--- src/sarseq_cfg.svh ---
// register offsets, field positions, reset values and timing for the
// successive-approximation sequencer; included by package and design
`ifndef SARSEQ_CFG_SVH
`define SARSEQ_CFG_SVH
`define SARSEQ_ADDR_W     4
`define SARSEQ_DATA_W     16
`define SARSEQ_OFS_MODE   4'h0
`define SARSEQ_OFS_CHAN   4'h1
`define SARSEQ_OFS_PCFG   4'h2
`define SARSEQ_OFS_PDIR   4'h3
`define SARSEQ_OFS_RESF   4'h4
`define SARSEQ_OFS_RESU   4'h5
`define SARSEQ_OFS_IRQF   4'h6
`define SARSEQ_RUN_BIT    7
`define SARSEQ_TIME_HI    5
`define SARSEQ_TIME_LO    1
`define SARSEQ_CMPEN_BIT  0
`define SARSEQ_CHAN_HI    2
`define SARSEQ_PCFG_HI    3
`define SARSEQ_IRQF_BIT   0
`define SARSEQ_MODE_RST   8'h00
`define SARSEQ_CHAN_RST   3'h0
`define SARSEQ_PCFG_RST   4'h0
`define SARSEQ_PDIR_RST   8'hFF
`define SARSEQ_RESF_RST   16'h0000
`define SARSEQ_RESU_RST   8'h00
`define SARSEQ_LJ_SHIFT   6
`define SARSEQ_CLK_NS     50
`endif

--- src/sarseq_pkg.sv ---
// types shared by the sequencer and its bench
// assumes sarseq_cfg.svh sits on the include path
`include "sarseq_cfg.svh"
package sarseq_pkg;
   typedef struct packed {
      logic [`SARSEQ_ADDR_W-1:0] addr;
      logic [`SARSEQ_DATA_W-1:0] wdata;
      logic                      wr;
      logic                      rd;
   } sarseq_bus_t;

   typedef enum logic [2:0] {
      ST_IDLE    = 3'b001,
      ST_SAMPLE  = 3'b010,
      ST_CONVERT = 3'b100
   } sarseq_state_t;
endpackage

--- src/sarseq_top.sv ---
// sequencer for an 8-input successive-approximation converter
// assumes an analog front end that samples the selected input while
// sampleOn is high and reports cmpHigh for the trial code on dacCode
`timescale 1ns/10ps
`default_nettype none
`include "sarseq_cfg.svh"

// Notes on behaviour
// - setting run starts converting the input named by channel select.
// - conversions repeat back to back while run stays set.
// - each end without a control write or stop mode stores the result, pulses the interrupt, restarts.
// - channel-select write mid-conversion abandons it; restarts if running.
// - clearing run stops at once; previous result stays.
// - a 16-bit and an 8-bit result register exist.
// - reset clears both result registers to zero.
// - 16-bit result holds the 10-bit value times 64, left-justified.
// - select mode only; 3-bit channel field picks one of eight inputs.
// - conversion time comes from mode bits 5 to 1.
// - after a channel change, next interrupt comes one conversion time later.
// - the programmed conversion time includes the sampling interval.
// - the converter halts in stop power mode.
// - a result read colliding with result write is served first.
// - a control write at conversion end wins; no result, no interrupt.
// - result bits resolve from 9 down to 0, trial set then decided.
// - channel-select writes leave the interrupt flag alone.
module sarseq_top #(
   parameter int RES_BITS = 10
) (
   input  wire logic                    sys_clk,
   input  wire logic                    resetn,
   input  wire sarseq_pkg::sarseq_bus_t busReq,
   output logic [`SARSEQ_DATA_W-1:0]    rdData,
   input  wire logic                    stopMode,
   input  wire logic                    cmpHigh,
   output logic [RES_BITS-1:0]          dacCode,
   output logic                         sampleOn,
   output logic                         cmpEnable,
   output logic [`SARSEQ_CHAN_HI:0]     chanSel,
   output logic [`SARSEQ_PCFG_HI:0]     portConfig,
   output logic [7:0]                   portDirection,
   output logic                         convDoneIrq,
   output logic                         irqFlag,
   output logic                         busy
);
   localparam int TW = `SARSEQ_TIME_HI - `SARSEQ_TIME_LO + 1;
   localparam logic [3:0] LAST_BIT = 4'(RES_BITS - 1);

   // result layout below is fixed to a 10-bit code in a 16-bit word
   if (RES_BITS != 10) begin : g_bad_res
      $error("sarseq_top: RES_BITS must be 10");
   end

   logic [7:0]                   modeReg;
   logic [`SARSEQ_DATA_W-1:0]    resFull;
   logic [7:0]                   resUpper;
   sarseq_pkg::sarseq_state_t    state;
   sarseq_pkg::sarseq_state_t    next_state;
   logic [TW:0]                  stepCnt;
   logic [TW:0]                  next_stepCnt;
   logic [3:0]                   bitIdx;
   logic [3:0]                   next_bitIdx;
   logic [RES_BITS-1:0]          successive_approx_reg;
   logic [RES_BITS-1:0]          next_sar;

   // register decode
   wire hitMode = busReq.addr == `SARSEQ_OFS_MODE;
   wire hitChan = busReq.addr == `SARSEQ_OFS_CHAN;
   wire hitPcfg = busReq.addr == `SARSEQ_OFS_PCFG;
   wire hitPdir = busReq.addr == `SARSEQ_OFS_PDIR;
   wire hitResF = busReq.addr == `SARSEQ_OFS_RESF;
   wire hitResU = busReq.addr == `SARSEQ_OFS_RESU;
   wire hitIrqF = busReq.addr == `SARSEQ_OFS_IRQF;
   wire wrMode  = busReq.wr && hitMode;
   wire wrChan  = busReq.wr && hitChan;
   wire wrPcfg  = busReq.wr && hitPcfg;
   wire wrPdir  = busReq.wr && hitPdir;
   wire wrIrqF  = busReq.wr && hitIrqF;

   // run as it stands after this cycle, so a clearing write acts at once
   wire nextRun = wrMode ? busReq.wdata[`SARSEQ_RUN_BIT]
                         : modeReg[`SARSEQ_RUN_BIT];
   wire abort   = !nextRun || stopMode;
   wire restart = wrChan;
   wire ctrlWr  = wrMode || wrChan || wrPcfg;

   // each phase lasts field+1 cycles: one sample phase plus one per bit,
   // so the whole programmed time covers sampling as well
   wire [TW-1:0] timeSel =
      modeReg[`SARSEQ_TIME_HI:`SARSEQ_TIME_LO];
   wire [TW:0] stepLast = {1'b0, timeSel};
   wire stepEnd  = stepCnt == stepLast;
   wire inConv   = state == sarseq_pkg::ST_CONVERT;
   wire bitEnd   = inConv && stepEnd;
   wire convEnd  = bitEnd && (bitIdx == 4'h0);
   // a control write in the finishing cycle suppresses the commit
   wire commit   = convEnd && !ctrlWr && !stopMode;

   always_comb begin
      next_state = state;
      if (abort) begin
         next_state = sarseq_pkg::ST_IDLE;
      end else if (restart) begin
         next_state = sarseq_pkg::ST_SAMPLE;
      end else begin
         unique case (state)
            sarseq_pkg::ST_IDLE: begin
               next_state = sarseq_pkg::ST_SAMPLE;
            end
            sarseq_pkg::ST_SAMPLE: begin
               if (stepEnd) begin
                  next_state = sarseq_pkg::ST_CONVERT;
               end
            end
            sarseq_pkg::ST_CONVERT: begin
               if (convEnd) begin
                  next_state = sarseq_pkg::ST_SAMPLE;
               end
            end
            default: begin
               next_state = sarseq_pkg::ST_IDLE;
            end
         endcase
      end
   end

   wire phaseChange = next_state != state;
   wire freshStart  = restart && !abort;

   always_comb begin
      if (phaseChange || freshStart || stepEnd) begin
         next_stepCnt = '0;
      end else begin
         next_stepCnt = stepCnt + (TW+1)'(1);
      end
   end

   always_comb begin
      if (next_state != sarseq_pkg::ST_CONVERT) begin
         next_bitIdx = LAST_BIT;
      end else if (bitEnd && !freshStart) begin
         next_bitIdx = bitIdx - 4'h1;
      end else begin
         next_bitIdx = bitIdx;
      end
   end

   // each bit keeps the comparator decision at the end of its own step
   for (genvar g = 0; g < RES_BITS; g++) begin : g_sar
      wire decide = bitEnd && (bitIdx == 4'(g));
      assign next_sar[g] =
         (state == sarseq_pkg::ST_SAMPLE) ? 1'b0 :
         decide ? cmpHigh : successive_approx_reg[g];
   end

   // trial code: decided bits plus the bit under test set tentatively
   wire [RES_BITS-1:0] trialBit =
      (next_state == sarseq_pkg::ST_CONVERT)
         ? (RES_BITS)'(1) << next_bitIdx : '0;
   wire [RES_BITS-1:0] sarKeep =
      (next_state == sarseq_pkg::ST_CONVERT) ? next_sar : '0;
   wire [RES_BITS-1:0] next_dac = sarKeep | trialBit;

   wire [`SARSEQ_DATA_W-1:0] next_resFull =
      {next_sar, `SARSEQ_LJ_SHIFT'(0)};
   wire [7:0] next_resUpper =
      next_sar[RES_BITS-1:RES_BITS-8];

   // the interrupt flag only clears on a write of zero; set wins
   wire next_irqFlag = commit ||
      (irqFlag && !(wrIrqF && !busReq.wdata[`SARSEQ_IRQF_BIT]));

   wire [`SARSEQ_DATA_W-1:0] rdMux =
      hitMode ? {8'h00, modeReg} :
      hitChan ? {13'h0000, chanSel} :
      hitPcfg ? {12'h000, portConfig} :
      hitPdir ? {8'h00, portDirection} :
      hitResF ? resFull :
      hitResU ? {8'h00, resUpper} :
      hitIrqF ? {15'h0000, irqFlag} : '0;

   always_ff @(posedge sys_clk or negedge resetn) begin
      if (!resetn) begin
         state   <= sarseq_pkg::ST_IDLE;
         stepCnt <= '0;
         bitIdx  <= LAST_BIT;
         successive_approx_reg     <= '0;
         dacCode <= '0;
      end else begin
         state   <= next_state;
         stepCnt <= next_stepCnt;
         bitIdx  <= next_bitIdx;
         successive_approx_reg     <= next_sar;
         dacCode <= next_dac;
      end
   end

   always_ff @(posedge sys_clk or negedge resetn) begin
      if (!resetn) begin
         modeReg       <= `SARSEQ_MODE_RST;
         chanSel       <= `SARSEQ_CHAN_RST;
         portConfig    <= `SARSEQ_PCFG_RST;
         portDirection <= `SARSEQ_PDIR_RST;
      end else begin
         if (wrMode) begin
            modeReg <= busReq.wdata[7:0] & 8'hBF;
         end
         if (wrChan) begin
            chanSel <= busReq.wdata[`SARSEQ_CHAN_HI:0];
         end
         if (wrPcfg) begin
            portConfig <= busReq.wdata[`SARSEQ_PCFG_HI:0];
         end
         if (wrPdir) begin
            portDirection <= busReq.wdata[7:0];
         end
      end
   end

   // read data captures the old result at the same edge the new one
   // lands, so a colliding read is served before the update
   always_ff @(posedge sys_clk or negedge resetn) begin
      if (!resetn) begin
         resFull     <= `SARSEQ_RESF_RST;
         resUpper    <= `SARSEQ_RESU_RST;
         convDoneIrq <= 1'b0;
         irqFlag     <= 1'b0;
         rdData      <= '0;
      end else begin
         if (commit) begin
            resFull  <= next_resFull;
            resUpper <= next_resUpper;
         end
         convDoneIrq <= commit;
         irqFlag     <= next_irqFlag;
         rdData      <= busReq.rd ? rdMux : '0;
      end
   end

   assign sampleOn  = state == sarseq_pkg::ST_SAMPLE;
   assign busy      = state != sarseq_pkg::ST_IDLE;
   assign cmpEnable = modeReg[`SARSEQ_CMPEN_BIT];
endmodule
`default_nettype wire

--- config.mk ---
export PLATFORM = sky130hd
export DESIGN_NAME = sarseq_top
export DESIGN_NICKNAME = d
export VERILOG_FILES = /design/src/sarseq_pkg.sv /design/src/sarseq_top.sv
export VERILOG_INCLUDE_DIRS = /design/src /design/src/src
export SDC_FILE = /design/constraint.sdc
export NUM_CORES = 1
export LEC_CHECK = 0
export ABC_AREA = 0
export BUFFER_PORTS_ARGS = -buffer_cell sky130_fd_sc_hd__buf_4
export CAP_MARGIN = 20
export CORE_MARGIN = 1.5
export CORE_UTILIZATION = 51
export CTS_CLUSTER_SIZE = 28
export DETAILED_ROUTE_END_ITERATION = 10
export GPL_TIMING_DRIVEN = 1
export PLACE_DENSITY = 0.77
export SLEW_MARGIN = 20
export SYNTH_ARGS = -nofsm -noshare
export SYNTH_HDL_FRONTEND = slang
export SYNTH_SLANG_ARGS = --single-unit
--- constraint.sdc ---
create_clock -name sys_clk -period 2.2 [get_ports sys_clk]
set_clock_uncertainty 0.05 [all_clocks]
set_input_delay 0.44 -clock sys_clk [delete_from_list [all_inputs] [get_ports sys_clk]]
set_output_delay 0.44 -clock sys_clk [all_outputs]
set_load 0.01 [all_outputs]
==> impl_metrics.tcl <==
set metrics [dict create \
    grt_pass1_vias 3380 \
    synth_area_leaders "dfrtp_1 44%, mux2_2 9.0%, dfstp_2 7.0%" \
    clk-insertion-delay-late_ns 0.36 \
    grt_max_degree 44 \
    critPathKind "flip-flop to flip-flop" \
    hold_buffers 0 \
    routedWlPerCell_um 17.8 \
    power_mw 3.89 \
    min_period_ns 2.17 \
    status "finished clean" \
    vias 3390 \
    final_util 0.669 \
    yosysSeqAreaShare 0.509 \
    seqPwrFrac 0.474 \
    finish.instance_area_mm2 0.00520 \
    sw_frac_of_total 0.329 \
    hold_violations 0 \
    cp_top_family "compound AO/OA/AOI/OAI gates" \
    cts-buffers-inserted 9 \
    synth_edf_count 0 \
    cp-start-kind "flip-flop" \
    register_area_mm2 0.00209 \
    fin_crit_sh 0.985 \
    leakagePower_nw 2.40 \
    hold_ws_ns 0.00801 \
    syn-num-nets 416 \
    drtIter0Drc 218 \
    nFillCells 610 \
    drive_gt1_frac 0.381 \
    critPathSlowestCell "or4_4" \
    placedInstanceArea_mm2 0.00491 \
    synth_top_area_cell "dfrtp_1" \
    synthDominantCellAreaShare 0.438 \
    dpl.hpwl_mm 7.46 \
    worst_setup_path_end_kind "flip-flop" \
    clk_pin_slew_ns 0.09 \
    maxSlewViolCount 0 \
    clockBufferDepth 2 \
    syn_inst 384 \
    peakVddDrop_mv 0.539 \
    p_sw_mw 1.28 \
    synth.distinct_cells 57 \
    grt_usage 0.255 \
    die_x_um 92.8 \
    multi_input_area_mm2 0.00197 \
    grt_pass1_wl_mm 16.8 \
    hold_path_class "primary input to asynchronous set/reset pin" \
    initial_core_util 0.529 \
    rows 32 \
    place_inst 564 \
    worstPathRequired_ns 2.39 \
    largest_reg_flops 16 \
    tns_ns 0 \
    layout.cells.non_filler 582 \
    crit_chain "xor2_2, or4_4, o311a_4, o2111ai_2, a21oi_1" \
    overflow 0 \
    root_buffer "clkbuf_8" \
    maxCapViolCount 0 \
    final_nets 507 \
    critical_path_arrival_ns 2.36 \
    rsz0062_at_grt "yes" \
    p_clk_frac 0.253 \
    finalWorstSetupSlack_ns 0.0324 \
    area_growth_pct 26.4 \
    max_stage_delay_ns 0.67 \
    ios 72 \
    final_antenna_net_count 0 \
    tritoncts "yes" \
    antennaDiodeCount 0 \
    fp.dieArea_mm2 0.00861 \
    critPathBufInv 0 \
    cp_max_fo 5 \
    fmax_ghz 0.461 \
    synth_seq_cells 83 \
    io_buffers 63 \
    combPwrFrac 0.273 \
    cts_max_level 3 \
    synthArstFlopShare 1.00 \
    avgSynthCellArea_um2 10.7 \
    wirelength_mm 10.4 \
    yosys_warnings 0 \
    drc_errors 0 \
    final-setup-viol-count 0 \
    internal-power_mw 2.61 \
    max-slew-margin-rel 0.598 \
    die_h_um 92.8 \
    post-place-ws_ns -0.00737 \
    first_pass_iters 5 \
    clock_sinks 83 \
    synth_area_mm2 0.00411 \
    viasPerCell 5.82 \
    grt_antenna_before_repair 0 \
    core_area_mm2 0.00777 \
    place_congestion 0.987 \
    synth_ff_type "dfrtp_1" \
    power_per_cell_area_mw_per_mm2 748 \
    tightest_slew_ns 0.603 \
]
[synthesized netlist by cell type (9+ instances only)]
library cell and count:
a31oi_1 9, nand3_1 12, mux2_2 33, nor2_1 26, and2_1 11, dfstp_2 11, inv_1 18, clkbuf_1 10
nand4_1 14, dfrtp_1 72, nand2_1 37, a21oi_1 11
[layout by cell type (no fill, tap or decap), types with 3 or more instances in the layout]
cell       synthesis  layout
xor2_1             8       5
o21ai_1            3       3
ha_1               6       5
nor2_1            26      26
a211oi_1           7       7
or2_2              3       3
dfrtp_1           72      72
and2_1            11      11
xor2_2             0       3
a31oi_1            9       9
nor2b_1            5       5
clkbuf_8           0       9
nand2b_1           5       5
nand2_1           37      37
xnor2_1            5       4
and3_1             5       4
a22o_1             3       3
a21oi_1           11      11
mux2_2            33      33
nor3_1             3       3
o32ai_1            4       4
nand4_1           14      14
and4_1             3       3
o2111ai_1          4       3
nand3_1           12      12
buf_4              0      97
nor4_4             0       4
dfstp_2           11      11
mux2i_1            3       3
inv_1             18      18
o21ai_0            8       8
[path summary, 6_finish.rpt]
kind / depth (start not counted) / startpoint / end / slack, ns
setup / recovery: 5 / modeReg[1] / dacCode[4] / 0.03
hold / removal: 1 / resetn / rdData[3] / 0.008
setup reg to reg: 5 / modeReg[1] / dacCode[4] / 0.03
hold reg to reg: 2 / resFull[7] / resFull[7] / 0.44
max in group asynchronous: 2 / resetn / successive_approx_reg[4] / 1.48
min in group sys_clk: 2 / busReq[8] / portDirection[6] / 0.26
[power groups by stage]
stage / combinational (mW) / sequential [mW] / clock [mW]
after global placement: 0.936 / 1.85 / 0
after global routing: 1.14 / 1.86 / 1.06
after CTS: 0.967 / 1.83 / 0.998
after floorplan: 0.552 / 1.85 / 0
after detailed placement: 0.960 / 1.86 / 0
final: 1.06 / 1.84 / 0.984
[layout make-up]
type / instances / area share
multi-input cells: 263 / 0.379
repair buffers: 99 / 0.148
flip-flops and latches: 83 / 0.402
well taps: 102 / 0.0246
clock buffers: 11 / 0.0253
clock inverters: 5 / 0.00746
inverters: 19 / 0.0137
[per-layer routing]
layer | GRT usage | up-vias | share of wire
met5 | 0 | - | 0
met4 | 0.109 | 0 | 0.028
met1 | 0.349 | 1656 | 0.44
li1 | - | 1571 | -
met3 | 0.0279 | 35 | 0.048
met2 | 0.409 | 128 | 0.48
[repair_timing]
item                                    4_1_cts  5_1_grt
gates cloned                                  0        1
endpoints found under the hold margin         0        0
buffers inserted                              0        1
resized for setup                             1       14
endpoints found under the setup margin        4       13
pin swaps                                     0       10
[cell families after synthesis]
logic type,share of synthesized area
AOI/OAI and AO/OA,0.126
xor gates and xnor gates,0.0277
adders and majority gates,0.0183
buffers and inverters,0.0393
DFF,0.509
muxes,0.103
and+or+nand+nor,0.177
(Power assumes the default switching activity.)
